**src/hdl/maint_defs.svh**
```systemverilog
// register offsets, field positions, reset values and pattern constants
// assumes inclusion by bare name from the design files
`ifndef MAINT_DEFS_SVH
`define MAINT_DEFS_SVH
`define ADDR_PATTERN_LOS 8'h2C
`define ADDR_CODE_LENGTH 8'h2D
`define ADDR_TX_CODE 8'h2E
`define ADDR_RX_ACT_CODE 8'h2F
`define ADDR_RX_DEACT_CODE 8'h30
`define ADDR_STATUS 8'h3F
`define PATT_HI 6
`define PATT_LO 5
`define PATTERN_CLOCK_SELECT_BIT 4
`define PRBS_INVERT_BIT 3
`define CRIT_BIT 2
`define RX_AIS_BIT 1
`define AUTO_ONES_BIT 0
`define TXLEN_HI 5
`define TXLEN_LO 4
`define ACTLEN_HI 3
`define ACTLEN_LO 2
`define DEACTLEN_HI 1
`define DEACTLEN_LO 0
`define RST_PATTERN_LOS 8'h00
`define RST_CODE_LENGTH 8'h01
`define RST_TX_CODE 8'h01
`define RST_RX_ACT_CODE 8'h01
`define RST_RX_DEACT_CODE 8'h09
`define PRBS15_SEED 15'h7FFF
`define QRSS20_SEED 20'hFFFFF
`define PATTERN_LOS_MASK 8'h7F
`define CODE_LENGTH_MASK 8'h3F
`endif

```
**src/hdl/maint_pkg.sv**
```systemverilog
// types shared by the maintenance pattern block
// assumes the defines header is included by the user files
package maint_pkg;
    typedef enum logic [1:0] {
        PATT_NORMAL = 2'h0,
        PATT_ONES = 2'h1,
        PATT_PRBS = 2'h2,
        PATT_CODE = 2'h3
    } pattern_t;
    typedef enum logic [3:0] {
        SRC_DATA = 4'h1,
        SRC_ZERO = 4'h2,
        SRC_ONES = 4'h4,
        SRC_GEN = 4'h8
    } src_state_t;
endpackage

```
**src/hdl/prbs_gen.sv**
```systemverilog
// pseudo-random generator: 2^15-1 in e1 mode, 2^20-1 qrss in t1/j1 mode
// assumes a one-cycle bit enable from the caller
`timescale 1ns/1ns
`include "maint_defs.svh"
module prbs_gen (
    // clock and reset
    input wire logic clock,
    input wire logic rst,
    // control
    input wire logic bit_en,
    input wire logic e1_mode,
    input wire logic invert,
    // output
    output logic prbs_bit
);
    logic [14:0] p15_reg;
    logic [19:0] q20_reg;
    logic fb15;
    logic fb20;
    logic raw;
    logic q_bit;

    // x^15+x^14+1 and x^20+x^17+1 feedbacks
    assign fb15 = p15_reg[14] ^ p15_reg[13];
    assign fb20 = q20_reg[19] ^ q20_reg[16];
    // qrss forces a one after fourteen zeros in a row
    assign q_bit = (q20_reg[13:0] == 14'h0000) ? 1'b1 : q20_reg[19];
    assign raw = e1_mode ? p15_reg[14] : q_bit;
    assign prbs_bit = raw ^ invert;

    // both shift together so mode changes need no reseed
    always_ff @(posedge clock or posedge rst) begin
        if (rst) begin
            p15_reg <= `PRBS15_SEED;
            q20_reg <= `QRSS20_SEED;
        end else if (bit_en) begin
            p15_reg <= {p15_reg[13:0], fb15};
            q20_reg <= {q20_reg[18:0], fb20};
        end
    end
endmodule

```
**src/hdl/code_gen.sv**
```systemverilog
// repeats the low 5..8 bits of an inband code, highest selected bit first
// assumes a one-cycle bit enable from the caller
`timescale 1ns/1ns
module code_gen (
    // clock and reset
    input wire logic clock,
    input wire logic rst,
    // control
    input wire logic run,
    input wire logic bit_en,
    input wire logic [1:0] code_len,
    input wire logic [7:0] code,
    // output
    output logic code_bit
);
    logic [2:0] idx_reg;
    logic [2:0] idx_next;
    logic [2:0] top_idx;

    // length 00..11 gives top index 4..7
    assign top_idx = {1'b0, code_len} + 3'h4;
    assign idx_next = (idx_reg == 3'h0) ? top_idx : idx_reg - 3'h1;
    assign code_bit = code[idx_reg];

    // restart at the top when idle so every burst starts on the msb
    always_ff @(posedge clock or posedge rst) begin
        if (rst) begin
            idx_reg <= 3'h4;
        end else if (!run) begin
            idx_reg <= top_idx;
        end else if (bit_en) begin
            idx_reg <= idx_next;
        end
    end
endmodule

```
**src/hdl/line_maint_pattern_ctrl.sv**
```systemverilog
// maintenance register bank and transmit pattern selector for one channel
// assumes synchronous inputs and one-cycle bit enables for both ref clocks
`timescale 1ns/1ns
`include "maint_defs.svh"
module line_maint_pattern_ctrl (
    // clock and reset
    input wire logic clock,
    input wire logic rst,
    // register port
    input wire logic [7:0] addr,
    input wire logic [7:0] wdata,
    input wire logic wr_en,
    input wire logic rd_en,
    output logic [7:0] rdata,
    // line mode and bit enables
    input wire logic e1_mode,
    input wire logic tx_clock_en,
    input wire logic master_clock_en,
    // transmit stream
    input wire logic tx_data_in,
    output logic tx_data_out,
    output logic tx_bit_valid,
    // loss of signal and receive side
    input wire logic los,
    input wire logic rx_data_positive,
    input wire logic rx_data_negative,
    input wire logic channel_rx_clock,
    output logic rx_data_positive_out,
    output logic rx_data_negative_out,
    output logic channel_rx_clock_out,
    // settings toward the detectors
    output logic los_ais_criterion,
    output logic prbs_invert,
    output logic [1:0] rx_activate_code_length,
    output logic [1:0] rx_deactivate_code_length,
    output logic [7:0] rx_activate_code,
    output logic [7:0] rx_deactivate_code
);
    logic [7:0] pattern_los_reg;
    logic [7:0] code_length_reg;
    logic [7:0] tx_code_reg;
    logic [7:0] act_code_reg;
    logic [7:0] deact_code_reg;
    maint_pkg::src_state_t src_reg;
    maint_pkg::src_state_t src_next;
    logic [7:0] rdata_next;
    logic [7:0] rdata_reg;
    logic tx_out_reg;
    logic tx_valid_reg;
    logic rdp_reg;
    logic rdn_reg;
    logic rclk_reg;
    logic ais_phase_reg;

    // field views
    wire [1:0] pattern_select = pattern_los_reg[`PATT_HI:`PATT_LO];
    wire pattern_clock_select = pattern_los_reg[`PATTERN_CLOCK_SELECT_BIT];
    wire prbs_invert_w = pattern_los_reg[`PRBS_INVERT_BIT];
    wire crit_w = pattern_los_reg[`CRIT_BIT];
    wire rx_ais_enable = pattern_los_reg[`RX_AIS_BIT];
    wire auto_all_ones_on_los = pattern_los_reg[`AUTO_ONES_BIT];
    wire [1:0] tx_code_length = code_length_reg[`TXLEN_HI:`TXLEN_LO];

    // top bit index of a 5..8 bit code for a length field
    function automatic logic [2:0] code_top(input logic [1:0] len);
        return {1'h0, len} + 3'h4;
    endfunction

    // register address decode
    wire hit_patt = (addr == `ADDR_PATTERN_LOS);
    wire hit_len = (addr == `ADDR_CODE_LENGTH);
    wire hit_tx = (addr == `ADDR_TX_CODE);
    wire hit_act = (addr == `ADDR_RX_ACT_CODE);
    wire hit_deact = (addr == `ADDR_RX_DEACT_CODE);
    wire hit_stat = (addr == `ADDR_STATUS);

    // chosen reference clock paces every internal pattern
    wire bit_en = pattern_clock_select ? master_clock_en : tx_clock_en;
    wire pat_is_code = (pattern_select == maint_pkg::PATT_CODE);
    wire prbs_bit;
    wire code_bit;

    prbs_gen prbs_gen_inst (
        .clock(clock),
        .rst(rst),
        .bit_en(bit_en),
        .e1_mode(e1_mode),
        .invert(prbs_invert_w),
        .prbs_bit(prbs_bit)
    );

    code_gen code_gen_inst (
        .clock(clock),
        .rst(rst),
        .run(pat_is_code),
        .bit_en(bit_en),
        .code_len(tx_code_length),
        .code(tx_code_reg),
        .code_bit(code_bit)
    );

    // register writes; reserved bits are masked so they read as zero
    always_ff @(posedge clock or posedge rst) begin
        if (rst) begin
            pattern_los_reg <= `RST_PATTERN_LOS;
            code_length_reg <= `RST_CODE_LENGTH;
            tx_code_reg <= `RST_TX_CODE;
            act_code_reg <= `RST_RX_ACT_CODE;
            deact_code_reg <= `RST_RX_DEACT_CODE;
        end else if (wr_en) begin
            if (hit_patt) pattern_los_reg <= wdata & `PATTERN_LOS_MASK;
            if (hit_len) code_length_reg <= wdata & `CODE_LENGTH_MASK;
            if (hit_tx) tx_code_reg <= wdata;
            if (hit_act) act_code_reg <= wdata;
            if (hit_deact) deact_code_reg <= wdata;
        end
    end

    // read mux; status shows the live source and los; unmapped reads zero
    assign rdata_next = hit_patt ? pattern_los_reg :
                        hit_len ? code_length_reg :
                        hit_tx ? tx_code_reg :
                        hit_act ? act_code_reg :
                        hit_deact ? deact_code_reg :
                        hit_stat ? {3'h0, los, src_reg} :
                        8'h00;

    always_ff @(posedge clock or posedge rst) begin
        if (rst) begin
            rdata_reg <= 8'h00;
        end else begin
            rdata_reg <= rd_en ? rdata_next : 8'h00;
        end
    end
    assign rdata = rdata_reg;

    // source selection; auto ones only acts in normal select
    always_comb begin
        src_next = maint_pkg::SRC_DATA;
        case (pattern_select)
            maint_pkg::PATT_NORMAL: begin
                if (auto_all_ones_on_los && los) begin
                    src_next = maint_pkg::SRC_ONES;
                end else if (pattern_clock_select) begin
                    src_next = maint_pkg::SRC_ZERO;
                end else begin
                    src_next = maint_pkg::SRC_DATA;
                end
            end
            maint_pkg::PATT_ONES: src_next = maint_pkg::SRC_ONES;
            maint_pkg::PATT_PRBS: src_next = maint_pkg::SRC_GEN;
            default: src_next = maint_pkg::SRC_GEN;
        endcase
    end

    always_ff @(posedge clock or posedge rst) begin
        if (rst) begin
            src_reg <= maint_pkg::SRC_DATA;
        end else begin
            src_reg <= src_next;
        end
    end

    // normal data follows the tx clock; patterns follow the chosen clock
    wire out_en = (src_next == maint_pkg::SRC_DATA) ? tx_clock_en : bit_en;
    wire gen_bit = pat_is_code ? code_bit : prbs_bit;
    wire out_bit = (src_next == maint_pkg::SRC_DATA) ? tx_data_in :
                   (src_next == maint_pkg::SRC_ONES) ? 1'b1 :
                   (src_next == maint_pkg::SRC_ZERO) ? 1'b0 : gen_bit;

    always_ff @(posedge clock or posedge rst) begin
        if (rst) begin
            tx_out_reg <= 1'b0;
            tx_valid_reg <= 1'b0;
        end else begin
            tx_valid_reg <= out_en;
            if (out_en) tx_out_reg <= out_bit;
        end
    end
    assign tx_data_out = tx_out_reg;
    assign tx_bit_valid = tx_valid_reg;

    // ais is all ones marks; in dual rail alternate rails, clock at half rate
    wire ais_on = rx_ais_enable && los;
    always_ff @(posedge clock or posedge rst) begin
        if (rst) begin
            rdp_reg <= 1'b0;
            rdn_reg <= 1'b0;
            rclk_reg <= 1'b0;
            ais_phase_reg <= 1'b0;
        end else if (ais_on) begin
            ais_phase_reg <= ~ais_phase_reg;
            rclk_reg <= ais_phase_reg;
            rdp_reg <= ais_phase_reg;
            rdn_reg <= ~ais_phase_reg;
        end else begin
            rdp_reg <= rx_data_positive;
            rdn_reg <= rx_data_negative;
            rclk_reg <= channel_rx_clock;
        end
    end
    assign rx_data_positive_out = rdp_reg;
    assign rx_data_negative_out = rdn_reg;
    assign channel_rx_clock_out = rclk_reg;

    // detector settings come straight from registers
    assign los_ais_criterion = crit_w;
    assign prbs_invert = prbs_invert_w;
    assign rx_activate_code_length = code_length_reg[`ACTLEN_HI:`ACTLEN_LO];
    assign rx_deactivate_code_length = code_length_reg[`DEACTLEN_HI:`DEACTLEN_LO];
    assign rx_activate_code = act_code_reg;
    assign rx_deactivate_code = deact_code_reg;

    // all ones pattern holds one on every valid bit
    ones_hold_a: assert property (@(posedge clock) disable iff (rst)
        (pattern_select == maint_pkg::PATT_ONES) ##1 tx_bit_valid |-> tx_data_out)
        else $error("all ones pattern broken");
    // zeros inserted with master clock in normal select
    zeros_hold_a: assert property (@(posedge clock) disable iff (rst)
        (pattern_select == 2'h0 && pattern_clock_select && !los && master_clock_en)
        |=> !tx_data_out)
        else $error("zero pattern broken");
    // normal data passes through one cycle later
    data_pass_a: assert property (@(posedge clock) disable iff (rst)
        (src_next == maint_pkg::SRC_DATA && tx_clock_en) |=> tx_data_out == $past(tx_data_in))
        else $error("normal data not passed");
    // auto ones on los in normal select
    auto_ones_a: assert property (@(posedge clock) disable iff (rst)
        (pattern_select == 2'h0 && auto_all_ones_on_los && los && tx_clock_en
         && !pattern_clock_select) |=> tx_data_out)
        else $error("auto ones missing");
    // ais marks the receive outputs during los
    ais_drive_a: assert property (@(posedge clock) disable iff (rst)
        (rx_ais_enable && los)[*2] |=> rx_data_positive_out != rx_data_negative_out)
        else $error("ais not inserted");
    // ais off means receive data passes
    ais_off_a: assert property (@(posedge clock) disable iff (rst)
        !rx_ais_enable |=> rx_data_positive_out == $past(rx_data_positive))
        else $error("receive data altered");
    // ones pattern bits follow the tx clock when it is the selected reference
    clock_pick_a: assert property (@(posedge clock) disable iff (rst)
        (pattern_select == 2'h1 && !pattern_clock_select) |=> tx_bit_valid == $past(tx_clock_en))
        else $error("wrong reference clock");
    // code msb is sent first after entering code mode
    code_first_a: assert property (@(posedge clock) disable iff (rst)
        ($rose(pat_is_code) && bit_en) |=> tx_data_out ==
            $past(tx_code_reg[code_top(tx_code_length)]))
        else $error("code not msb first");
    // reset defaults of code registers
    code_reset_a: assert property (@(posedge clock)
        $fell(rst) |-> tx_code_reg == 8'h01 && act_code_reg == 8'h01 && deact_code_reg == 8'h09
            && code_length_reg == 8'h01)
        else $error("reset defaults wrong");
    // detector invert follows register
    inv_follow_a: assert property (@(posedge clock) disable iff (rst)
        (wr_en && hit_patt) |=> prbs_invert == $past(wdata[3]))
        else $error("invert bit not applied");
    // length fields written land in place
    len_write_a: assert property (@(posedge clock) disable iff (rst)
        (wr_en && hit_len) |=> tx_code_length == $past(wdata[5:4])
            && rx_activate_code_length == $past(wdata[3:2]))
        else $error("length write lost");
    // generator bit reaches the line on each chosen enable
    prbs_path_a: assert property (@(posedge clock) disable iff (rst)
        (pattern_select == maint_pkg::PATT_PRBS && bit_en) |=> tx_data_out == $past(prbs_bit))
        else $error("prbs bit not sent");
    // code bit reaches the line on each chosen enable
    code_path_a: assert property (@(posedge clock) disable iff (rst)
        (pat_is_code && bit_en) |=> tx_data_out == $past(code_bit))
        else $error("code bit not sent");
    // no enable means the code bit is held, never skipped
    code_hold_a: assert property (@(posedge clock) disable iff (rst)
        (pat_is_code && !bit_en) |=> $stable(tx_data_out))
        else $error("code bit moved without enable");
    // criterion bit written lands on the detector setting
    crit_follow_a: assert property (@(posedge clock) disable iff (rst)
        (wr_en && hit_patt) |=> los_ais_criterion == $past(wdata[2]))
        else $error("criterion not applied");
    // transmit code write lands whole
    tx_code_a: assert property (@(posedge clock) disable iff (rst)
        (wr_en && hit_tx) |=> tx_code_reg == $past(wdata))
        else $error("tx code write lost");
    // activate code write reaches the detector
    act_code_a: assert property (@(posedge clock) disable iff (rst)
        (wr_en && hit_act) |=> rx_activate_code == $past(wdata))
        else $error("activate code write lost");
    // deactivate code write reaches the detector
    deact_code_a: assert property (@(posedge clock) disable iff (rst)
        (wr_en && hit_deact) |=> rx_deactivate_code == $past(wdata))
        else $error("deactivate code write lost");
    // deactivate length written lands in place
    deact_len_a: assert property (@(posedge clock) disable iff (rst)
        (wr_en && hit_len) |=> rx_deactivate_code_length == $past(wdata[1:0]))
        else $error("deactivate length lost");
    // lengths only change on a write
    len_hold_a: assert property (@(posedge clock) disable iff (rst)
        !wr_en |=> $stable(code_length_reg))
        else $error("length changed without write");
    // reserved bits never hold a one
    reserved_zero_a: assert property (@(posedge clock) disable iff (rst)
        !pattern_los_reg[7] && code_length_reg[7:6] == 2'h0)
        else $error("reserved bit set");
    // auto ones never overrides a generated pattern
    auto_scope_a: assert property (@(posedge clock) disable iff (rst)
        pattern_select[1] |-> src_next == maint_pkg::SRC_GEN)
        else $error("auto ones outside normal select");
    // select 01 always picks the ones source
    ones_select_a: assert property (@(posedge clock) disable iff (rst)
        (pattern_select == maint_pkg::PATT_ONES) |-> src_next == maint_pkg::SRC_ONES)
        else $error("ones source not chosen");
    // ones on the master clock follow master enables only
    ones_valid_a: assert property (@(posedge clock) disable iff (rst)
        (pattern_select == 2'h1 && pattern_clock_select) |=> tx_bit_valid == $past(master_clock_en))
        else $error("ones ignore master clock");
    // inserted zeros follow master enables only
    zero_clock_a: assert property (@(posedge clock) disable iff (rst)
        (pattern_select == 2'h0 && pattern_clock_select && !los) |=>
            tx_bit_valid == $past(master_clock_en))
        else $error("zeros ignore master clock");
    // normal data always follows the channel tx clock
    data_clock_a: assert property (@(posedge clock) disable iff (rst)
        (src_next == maint_pkg::SRC_DATA) |=> tx_bit_valid == $past(tx_clock_en))
        else $error("data off tx clock");
    // ais clock rides with the positive rail
    ais_clock_a: assert property (@(posedge clock) disable iff (rst)
        ais_on |=> channel_rx_clock_out == rx_data_positive_out)
        else $error("ais clock wrong");
    // without ais the negative rail and clock pass
    rx_pass_a: assert property (@(posedge clock) disable iff (rst)
        !ais_on |=> rx_data_negative_out == $past(rx_data_negative)
            && channel_rx_clock_out == $past(channel_rx_clock))
        else $error("receive side altered");
endmodule

```
**config.mk**
```make
export PLATFORM = sky130hd
export DESIGN_NAME = line_maint_pattern_ctrl
export DESIGN_NICKNAME = d
export VERILOG_FILES = /design/src/hdl/maint_pkg.sv /design/src/hdl/prbs_gen.sv /design/src/hdl/code_gen.sv /design/src/hdl/line_maint_pattern_ctrl.sv
export VERILOG_INCLUDE_DIRS = /design/src /design/src/hdl
export SDC_FILE = /design/constraint.sdc
export NUM_CORES = 1
export LEC_CHECK = 0
export BUFFER_PORTS_ARGS = -buffer_cell sky130_fd_sc_hd__buf_4
export CAP_MARGIN = 20
export CORE_ASPECT_RATIO = 0.7
export CORE_UTILIZATION = 60
export DETAILED_ROUTE_END_ITERATION = 7
export GPL_ROUTABILITY_DRIVEN = 0
export PLACE_DENSITY = 0.91
export SKIP_LAST_GASP = 1
export SLEW_MARGIN = 5
export SYNTH_ARGS = -nofsm -noshare
export SYNTH_HDL_FRONTEND = slang
export SYNTH_SLANG_ARGS = --single-unit
```
**constraint.sdc**
```tcl
create_clock -name clock -period 4.1 [get_ports clock]
set_input_delay 0.205 -clock clock [delete_from_list [all_inputs] [get_ports clock]]
set_output_delay 0.205 -clock clock [all_outputs]
set_load 0.01 [all_outputs]
```
==> results of run 1 <==
-- synth_stat cells (all sizes together) --
library cell / number / share of area (%)
nand2: 109 / 9.8
dfrtp: 51 / 30
mux2: 43 / 12
dfstp: 42 / 26
clkbuf: 11 / 0.99
mux2i: 11 / 2.6
nor2: 11 / 0.99
a21oi: 10 / 1.2
nor3: 9 / 1.4
o22ai: 7 / 1.0
buf: 6 / 0.93
inv: 6 / 0.54
a211oi: 5 / 0.90
a22oi: 5 / 0.90
o21ai: 5 / 0.60
nand3: 4 / 0.78
nor4: 4 / 0.96
a31oi: 3 / 0.45
nand4: 3 / 0.81
nor2b: 3 / 0.45
xnor2: 3 / 0.63
a21o: 2 / 0.36
and2: 2 / 0.36
ha: 2 / 0.60
mux4: 2 / 1.1
nand3b: 2 / 0.96
or3: 2 / 0.30
a2111oi: 1 / 0.21
a32oi: 1 / 0.21
and3: 1 / 0.15
nand2b: 1 / 0.15
nor3b: 1 / 0.18
o211ai: 1 / 0.18
o21a: 1 / 0.18
o32ai: 1 / 0.21
-- worst max-delay path: stages, from the launching register on --
cell and delay [ns]:
dfrtp_1 0.48, mux2i_4 0.26, buf_4 0.40, inv_1 0.35, buf_16 0.27, nand4_1 0.15
o211ai_1 0.11, nor2_1 0.12
-- routing by layer --
layer | global-route usage (%) | vias up
met3 | 8.77 | 23
met4 | 8.25 | 0
met5 | 0 | -
li1 | - | 1399
met1 | 41.5 | 1545
met2 | 41.4 | 166
-- worst max-delay path by stage --
stage | slack [ns] | depth (start not counted) | startpoint | end
finish | 1.88 | 7 | pattern_los_reg[4] | tx_data_out
global route | 1.75 | 7 | pattern_los_reg[4] | tx_data_out
CTS | 1.65 | 6 | pattern_los_reg[4] | tx_data_out
detailed placement | 1.72 | 5 | pattern_los_reg[4] | code_gen_inst.idx_reg[0]
global placement | 1.81 | 5 | pattern_los_reg[4] | code_gen_inst.idx_reg[0]
floorplan | 1.54 | 1 | rst | ais_phase_reg
-- cell type report --
type | instances | area, um^2
Tap cell | 94 | 118
Fill cell | 456 | 1790
Clock inverter | 2 | 35.0
Timing Repair Buffer | 67 | 538
Clock buffer | 14 | 153
Sequential cell | 93 | 2380
Inverter | 6 | 23.8
Multi-Input combinational cell | 255 | 1720
-- metrics by stage --
step | setup WS (ns) | total power [W]
floorplan | 1.54 | 0.00124
global placement | 1.81 | 0.00133
detailed placement | 1.72 | 0.00134
CTS | 1.65 | 0.00194
global route | 1.75 | 0.00202
finish | 1.88 | 0.00194
-- report_power, final --
part	internal [W]	total, W	switching [W]	leakage [nW]
sequential	0.00103	0.00109	0.0000619	1.13
combinational	0.000117	0.000251	0.000135	1.17
clock	0.000299	0.000594	0.000295	0.0947
-- cell families (layout without fill, tap and decap cells) --
kind of cell               count (synthesis)  count (layout)  synth area share (%)
AOI/OAI and AO/OA                         42              42                  6.42
xor gates and xnor gates                   3               3                 0.628
adders and majority gates                  2               2                 0.597
buffers and inverters                     23              89                  2.45
DFF                                       93              93                  56.8
muxes                                     56              56                  15.8
and+or+nand+nor                          152             152                  17.3
-- repair_timing --
action,4_1_cts,5_1_grt
endpoints found under the hold margin,0,2
resized for setup,0,0
hold buffers,0,1
==> impl_results.md, run 1 <==
* Worst hold endpoint: channel_rx_clock_out
* Clock Path Buffers at 2
* Vias in the first global route at 2,990
* Die Area at between 7000 and 8000 um^2
* Routed length per placed instance at 17.9 um
* Hpwl dp at 6410 um
* Final hold violations at 0
* Unrepaired setup endpoints after global routing: false
* Mapped Cells at between 300 and 400
* Hold path cells at 2
* Total clock sinks at 93
* CTS tree: done
* Most frequent cells in the layout: nand2_1 (109), buf_4 (64), dfrtp_1 (51), dfstp_2 (42), mux2_2 (37)
* Reg2reg start: pattern_los_reg[4]
* RR Endpoint: tx_data_out
* Fin area at between 4000 and 5000 um^2
* Setup tns final at 0 ns
* Slew headroom at around two fifths
* YS warnings at 0
* Worst reg-to-reg path cell count at 7
* Peak supply drop at 0.183 mV
* Mean Syn Cell Area at 11.3 um^2
* CP Data Arrival Time at about 2.5 ns
* Largest fanout on the critical path at 43
* Core region area at 6760 um^2
* Most common cell after layout, fill and taps aside: nand2_1
* Seq cells post-synth at 93
* Clock transition at path regs at 0.09 ns
* Final nets at ~460
* Initial antenna violation count at 0
* Critical path required time at between 4 and 5 ns
* DRT antenna net count at 0
* Period utilisation layout at between 50% and 60%
* Post-Syn Area at 4190 um^2
* H-tree Lvls at 3
* Worst clock skew at roughly 0.012 ns
* Setup slack, reg-to-reg at 1.88 ns
* Final wirelength at around 9500 um
* Share of cells above drive strength 1 at between 40% and 50%
* Layout area overhead at 18.6%
* WL met3 at approximately 810 um
* Nature of the critical path endpoint: flip-flop
* Metal-1 WL at roughly 4100 um
* Setup CP Type: reg2reg
* Detailed-route DRC error count at 0
* Max-capacitance violation count at 0
* P_leak at 2.39 nW
* Met2 Routed Length at around 4400 um
* Die height at just over 70 um
* Max-slew violation count at 0
* Total GRT Usage at 28.4%
* Sequential share of the synthesized area at a little under three fifths
* Startpoint Class: flip-flop
* Status: completed
* WHS at 0.0428 ns
* Clock Latency Late Sink at approximately 0.36 ns
* Gr ovfl total at 0
* Measured slew at the worst slew-check pin at between 0.8 and 0.9 ns
* Root buffer cell: clkbuf_8
* Via count at approximately 3,100
* Placed Cells at just over 500
* Minimum clock period at 2.22 ns
* Port bufs at 62
* Final setup fails at 0
* Syn nets at ~400
* Clock buffer count from CTS at 9
* Number of I/O pins at between 60 and 70
* Top routing layer used: met4
* Largest net degree at the start of global routing at 65
* Initial core utilization at 62.0%
* Hold crit path type: in2reg
* HP Start: channel_rx_clock
* Die boundary width at a little over 100 um
* Initial DRC count at around 280
* Area after DPL at around 4700 um^2
* DRT Pass-1 Iters at 5
* Synth unique cells at 43
* Core Util, Final at 73.5%
* Antenna Cells at 0
* Core Rows at 25
* Number of flip-flops in the largest register at 20
* Drt via density at 5.90
* First-pass GRT wire length at approximately 15,000 um
* Power density cells at just under 400 nW/um^2
* Post-CTS setup buffer count at 0
* Fmax achieved at around 0.45 GHz
* Non-Filler Instances at 531
No activity file was read; power rests on OpenSTA's default activity.
==> run 2: changes to the inputs <==
--- a/config.mk
+++ b/config.mk
@@ -6,13 +6,14 @@
 export SDC_FILE = /design/constraint.sdc
 export NUM_CORES = 1
 export LEC_CHECK = 0
+export ABC_AREA = 1
 export BUFFER_PORTS_ARGS = -buffer_cell sky130_fd_sc_hd__buf_4
 export CAP_MARGIN = 20
 export CORE_ASPECT_RATIO = 0.7
-export CORE_UTILIZATION = 60
+export CORE_UTILIZATION = 56
 export DETAILED_ROUTE_END_ITERATION = 7
 export GPL_ROUTABILITY_DRIVEN = 0
-export PLACE_DENSITY = 0.91
+export PLACE_DENSITY = 0.87
 export SKIP_LAST_GASP = 1
 export SLEW_MARGIN = 5
 export SYNTH_ARGS = -nofsm -noshare
==> constraint.sdc (replaced) <==
create_clock -name clock -period 2.3 [get_ports clock]
set_input_delay 0.115 -clock clock [delete_from_list [all_inputs] [get_ports clock]]
set_output_delay 0.115 -clock clock [all_outputs]
set_load 0.01 [all_outputs]
==> run 2 against run 1 <==
Wire length up 0.64%. Non-clock buffer count grew 2. Die area grew 5.2%. Worst hold slack got worse by 0.011 ns. Final area shrank 1.4%. Register-to-register slack worse by 1.3 ns. Sequential share of layout area is 0.69 points higher. Area after synthesis down 1.6%. Sequential power up 84%. Clock-buffer cell count decreased by 2.
==> impl_results.md, run 2 <==
* Multi-input logic area at 1510 um^2 (-12%)
* Status: completed
* Ys flop type: dfrtp_1
* Most instantiated cells after synthesis: nand2_1 (175), dfrtp_1 (51), dfstp_2 (42)
* Routed length per placed instance at 15.0 um (-16%)
* Final nets at 569 (+23%)
* Setup CP Type: reg2reg
* Slowest CP cell: dfrtp_1
* Layout area overhead at 18.8%
* Top cells by area, synth: dfrtp_1 (31%), dfstp_2 (27%), nand2_1 (16%), o21ai_0 (3.3%), o21ai_1 (3.2%)
* DRT antenna net count at 0 (unchanged)
* Die Area at 7710 um^2 (+5.2%)
* Most frequent cells in the layout: nand2_1 (175), buf_4 (64), dfrtp_1 (51), dfstp_2 (42), inv_1 (32)
* Final hold violations at 0 (unchanged)
* CP Buf/Inv Count at 3 (unchanged)
* Gr ovfl total at 0 (unchanged)
* Syn nets at 502 (+25%)
* Fmax achieved at 0.590 GHz (+31%)
* Clock Path Buffers at 2 (unchanged)
* Cell mode on critical path: inv_1
* Minimum clock period at 1.69 ns (-0.523 ns)
* Max stage delay on crit path at 0.43 ns (-0.05 ns)
* Reg2reg start: pattern_los_reg[4]
* Hold crit path type: in2reg
* Period utilisation layout at 73.6% (+20 points)
* Count leader, synth: nand2_1
* Measured slew at the worst slew-check pin at 0.798 ns (-0.0992 ns)
* Hpwl dp at 6470 um (+1.0%)
* Unrepaired setup endpoints after global routing: false
* Top cell type's share of synthesized area at 31.0% (+0.51 points)
* Setup tns final at 0 ns (unchanged)
* HP Start: wdata[7]
* Largest net degree at the start of global routing at 43 (-34%)
* Largest fanout on the critical path at 38 (-12%)
* Vias in the first global route at 3,214 (+7.5%)
* Sequential share of the synthesized area at 57.8% (+0.95 points)
* CP top delay family: buffers and inverters
* Max-capacitance violation count at 0 (unchanged)
* Synth unique cells at 31 (-28%)
* Clock Latency Late Sink at 0.36 ns (about the same)
* Filler Cell Count at 525 (+15%)
* Core region area at 6940 um^2 (+2.8%)
* Core Rows at 25 (unchanged)
* Initial core utilization at 59.3% (-2.7 points)
* Initial DRC count at 287 (+4.4%)
* Ys async rst share at 100% (unchanged)
* Most common cell after layout, fill and taps aside: nand2_1
* Seq. cell area at 2380 um^2 (unchanged)
* Total clock sinks at 93 (unchanged)
* P_leak at 2.38 nW (-0.48%)
* Critical path required time at 2.59 ns (-1.79 ns)
* Final setup fails at 0 (unchanged)
* Post-synth EDFFs at 0 (unchanged)
* Antenna Cells at 0 (unchanged)
* CP Data Arrival Time at 1.98 ns (-0.52 ns)
* Mean Syn Cell Area at 8.73 um^2 (-23%)
* Drt via density at 5.53 (-6.3%)
* Clock buffer count from CTS at 9 (unchanged)
* Total GRT Usage at 26.6% (-1.8 points)
* Root buffer cell: clkbuf_8
* Overall power at 0.00359 W (+85%)
* Crit path from: pattern_los_reg[4]
* Slew headroom at 46.7% (+6.8 points)
* Die height at 73.8 um (+2.6%)
* First-pass GRT wire length at 15,600 um (+1.9%)
* Mapped Cells at 472 (+27%)
* Detailed-route DRC error count at 0 (unchanged)
* Clock transition at path regs at 0.08 ns (about the same)
* Number of flip-flops in the largest register at 20 (unchanged)
* YS warnings at 0 (unchanged)
* Port bufs at 62 (unchanged)
* Die boundary width at 105 um (+2.6%)
* Worst clock skew at 0.00957 ns (-0.00236 ns)
* Share of cells above drive strength 1 at 27.2% (-13 points)
* Via count at 3,529 (+13%)
* Power density cells at 733 nW/um^2 (+88%)
* Max-slew violation count at 0 (unchanged)
* CTS tree: done
* Final wirelength at 9580 um (+0.64%)
* Number of I/O pins at 63 (unchanged)
* Post-Syn Area at 4120 um^2 (-1.6%)
* H-tree Lvls at 3 (unchanged)
* DRT Pass-1 Iters at 5 (unchanged)
* Seq cells post-synth at 93 (unchanged)
* Worst-path cell chain: inv_1 -> or2_1 -> nand2_2 -> inv_2 -> nor2_1 -> inv_1 -> o21ai_0 -> o22ai_1
* Cell taking the most area after synthesis: dfrtp_1
* Peak supply drop at 0.349 mV (+91%)
* Nature of the critical path endpoint: flip-flop
* Initial antenna violation count at 0 (unchanged)
* Startpoint Class: flip-flop
[run 2: changes by cell type after synthesis, sizes merged, moves of 5 or more]
cell,previous run,this run
mux2,43,0
nor3,9,2
mux2i,11,0
nor2,11,27
inv,6,39
nand2,109,183
clkbuf,11,3
o21ai,5,61
a22oi,5,0
nand3,4,20
[run 2: kinds of logic after synthesis]
| kind of cell | after synthesis | synth area share (%) |
|---|---|---|
| fa+ha+maj | 2 | 0.607 |
| flops | 93 | 57.8 |
| compound gates | 85 | 11.5 |
| buf+inv | 52 | 5.47 |
| xor+xnor | 1 | 0.213 |
| simple gates | 239 | 24.4 |
[run 2: worst reg2reg max path, cell delays in order, from the launching register on]
cell and delay (ns):
dfrtp_1 0.43, inv_1 0.09, or2_1 0.11, nand2_2 0.06, inv_2 0.42, nor2_1 0.09, inv_1 0.17, o21ai_0 0.14
o22ai_1 0.12
[run 2: repair_timing]
action / 4_1_cts / 5_1_grt
setup endpoints to repair: 0 / 0
endpoints found under the hold margin: 5 / 0
resized for setup: 0 / 0
setup buffers: 0 / 0
hold buffers: 4 / 0
[run 2: final cells by class]
| class | instances | share of cell area [%] |
|---|---|---|
| clock buffer | 12 | 2.97 |
| timing repair buffer | 69 | 11.0 |
| sequential | 93 | 48.6 |
| multi-input combinational | 327 | 30.9 |
| clock inverter | 4 | 0.971 |
| inverter | 39 | 3.07 |
| tap | 94 | 2.40 |
[run 2: power by group]
group / switching (W) / internal, W
clock network: 0.000552 / 0.000530
logic: 0.000289 / 0.000200
registers: 0.000121 / 0.00189
total: 0.000962 / 0.00262
[run 2: metal layers]
| metal | track usage, % | share of wire [%] | wire length (um) | vias up |
|---|---|---|---|---|
| met2 | 40.8 | 47 | 4460 | 164 |
| met4 | 7.46 | 0.95 | 91 | 0 |
| met3 | 9.76 | 9.4 | 897 | 8 |
| met1 | 35.9 | 43 | 4130 | 1707 |
| li1 | - | - | - | 1650 |
| met5 | 0 | 0 | 0 | - |
[run 2: final timing paths]
| path | slack, ns | cells past startpoint | to |
|---|---|---|---|
| worst max-delay path | 0.61 | 8 | code_gen_inst.idx_reg[0] |
| worst min-delay path | 0.03 | 3 | rx_activate_code[7] |
| worst max register to register | 0.61 | 8 | code_gen_inst.idx_reg[0] |
| worst min register to register | 0.46 | 2 | prbs_gen_inst.q20_reg[15] |
| max in group asynchronous | 1.10 | 4 | rx_deactivate_code[3] |
| min in group asynchronous | 0.45 | 3 | tx_bit_valid |
[run 2: per-stage QoR]
stage	hold WS (ns)	area [um^2]	worst slack [ns]	cells	util [%]
CTS	0.0226	4890	0.618	638	70.5
detailed placement	0.303	4660	0.661	618	67.1
finish	0.0315	4890	0.606	638	70.5
floorplan	0.232	4120	0.938	472	-
global placement	0.299	4660	0.756	618	67.1
global route	0.0169	4890	0.389	638	70.5
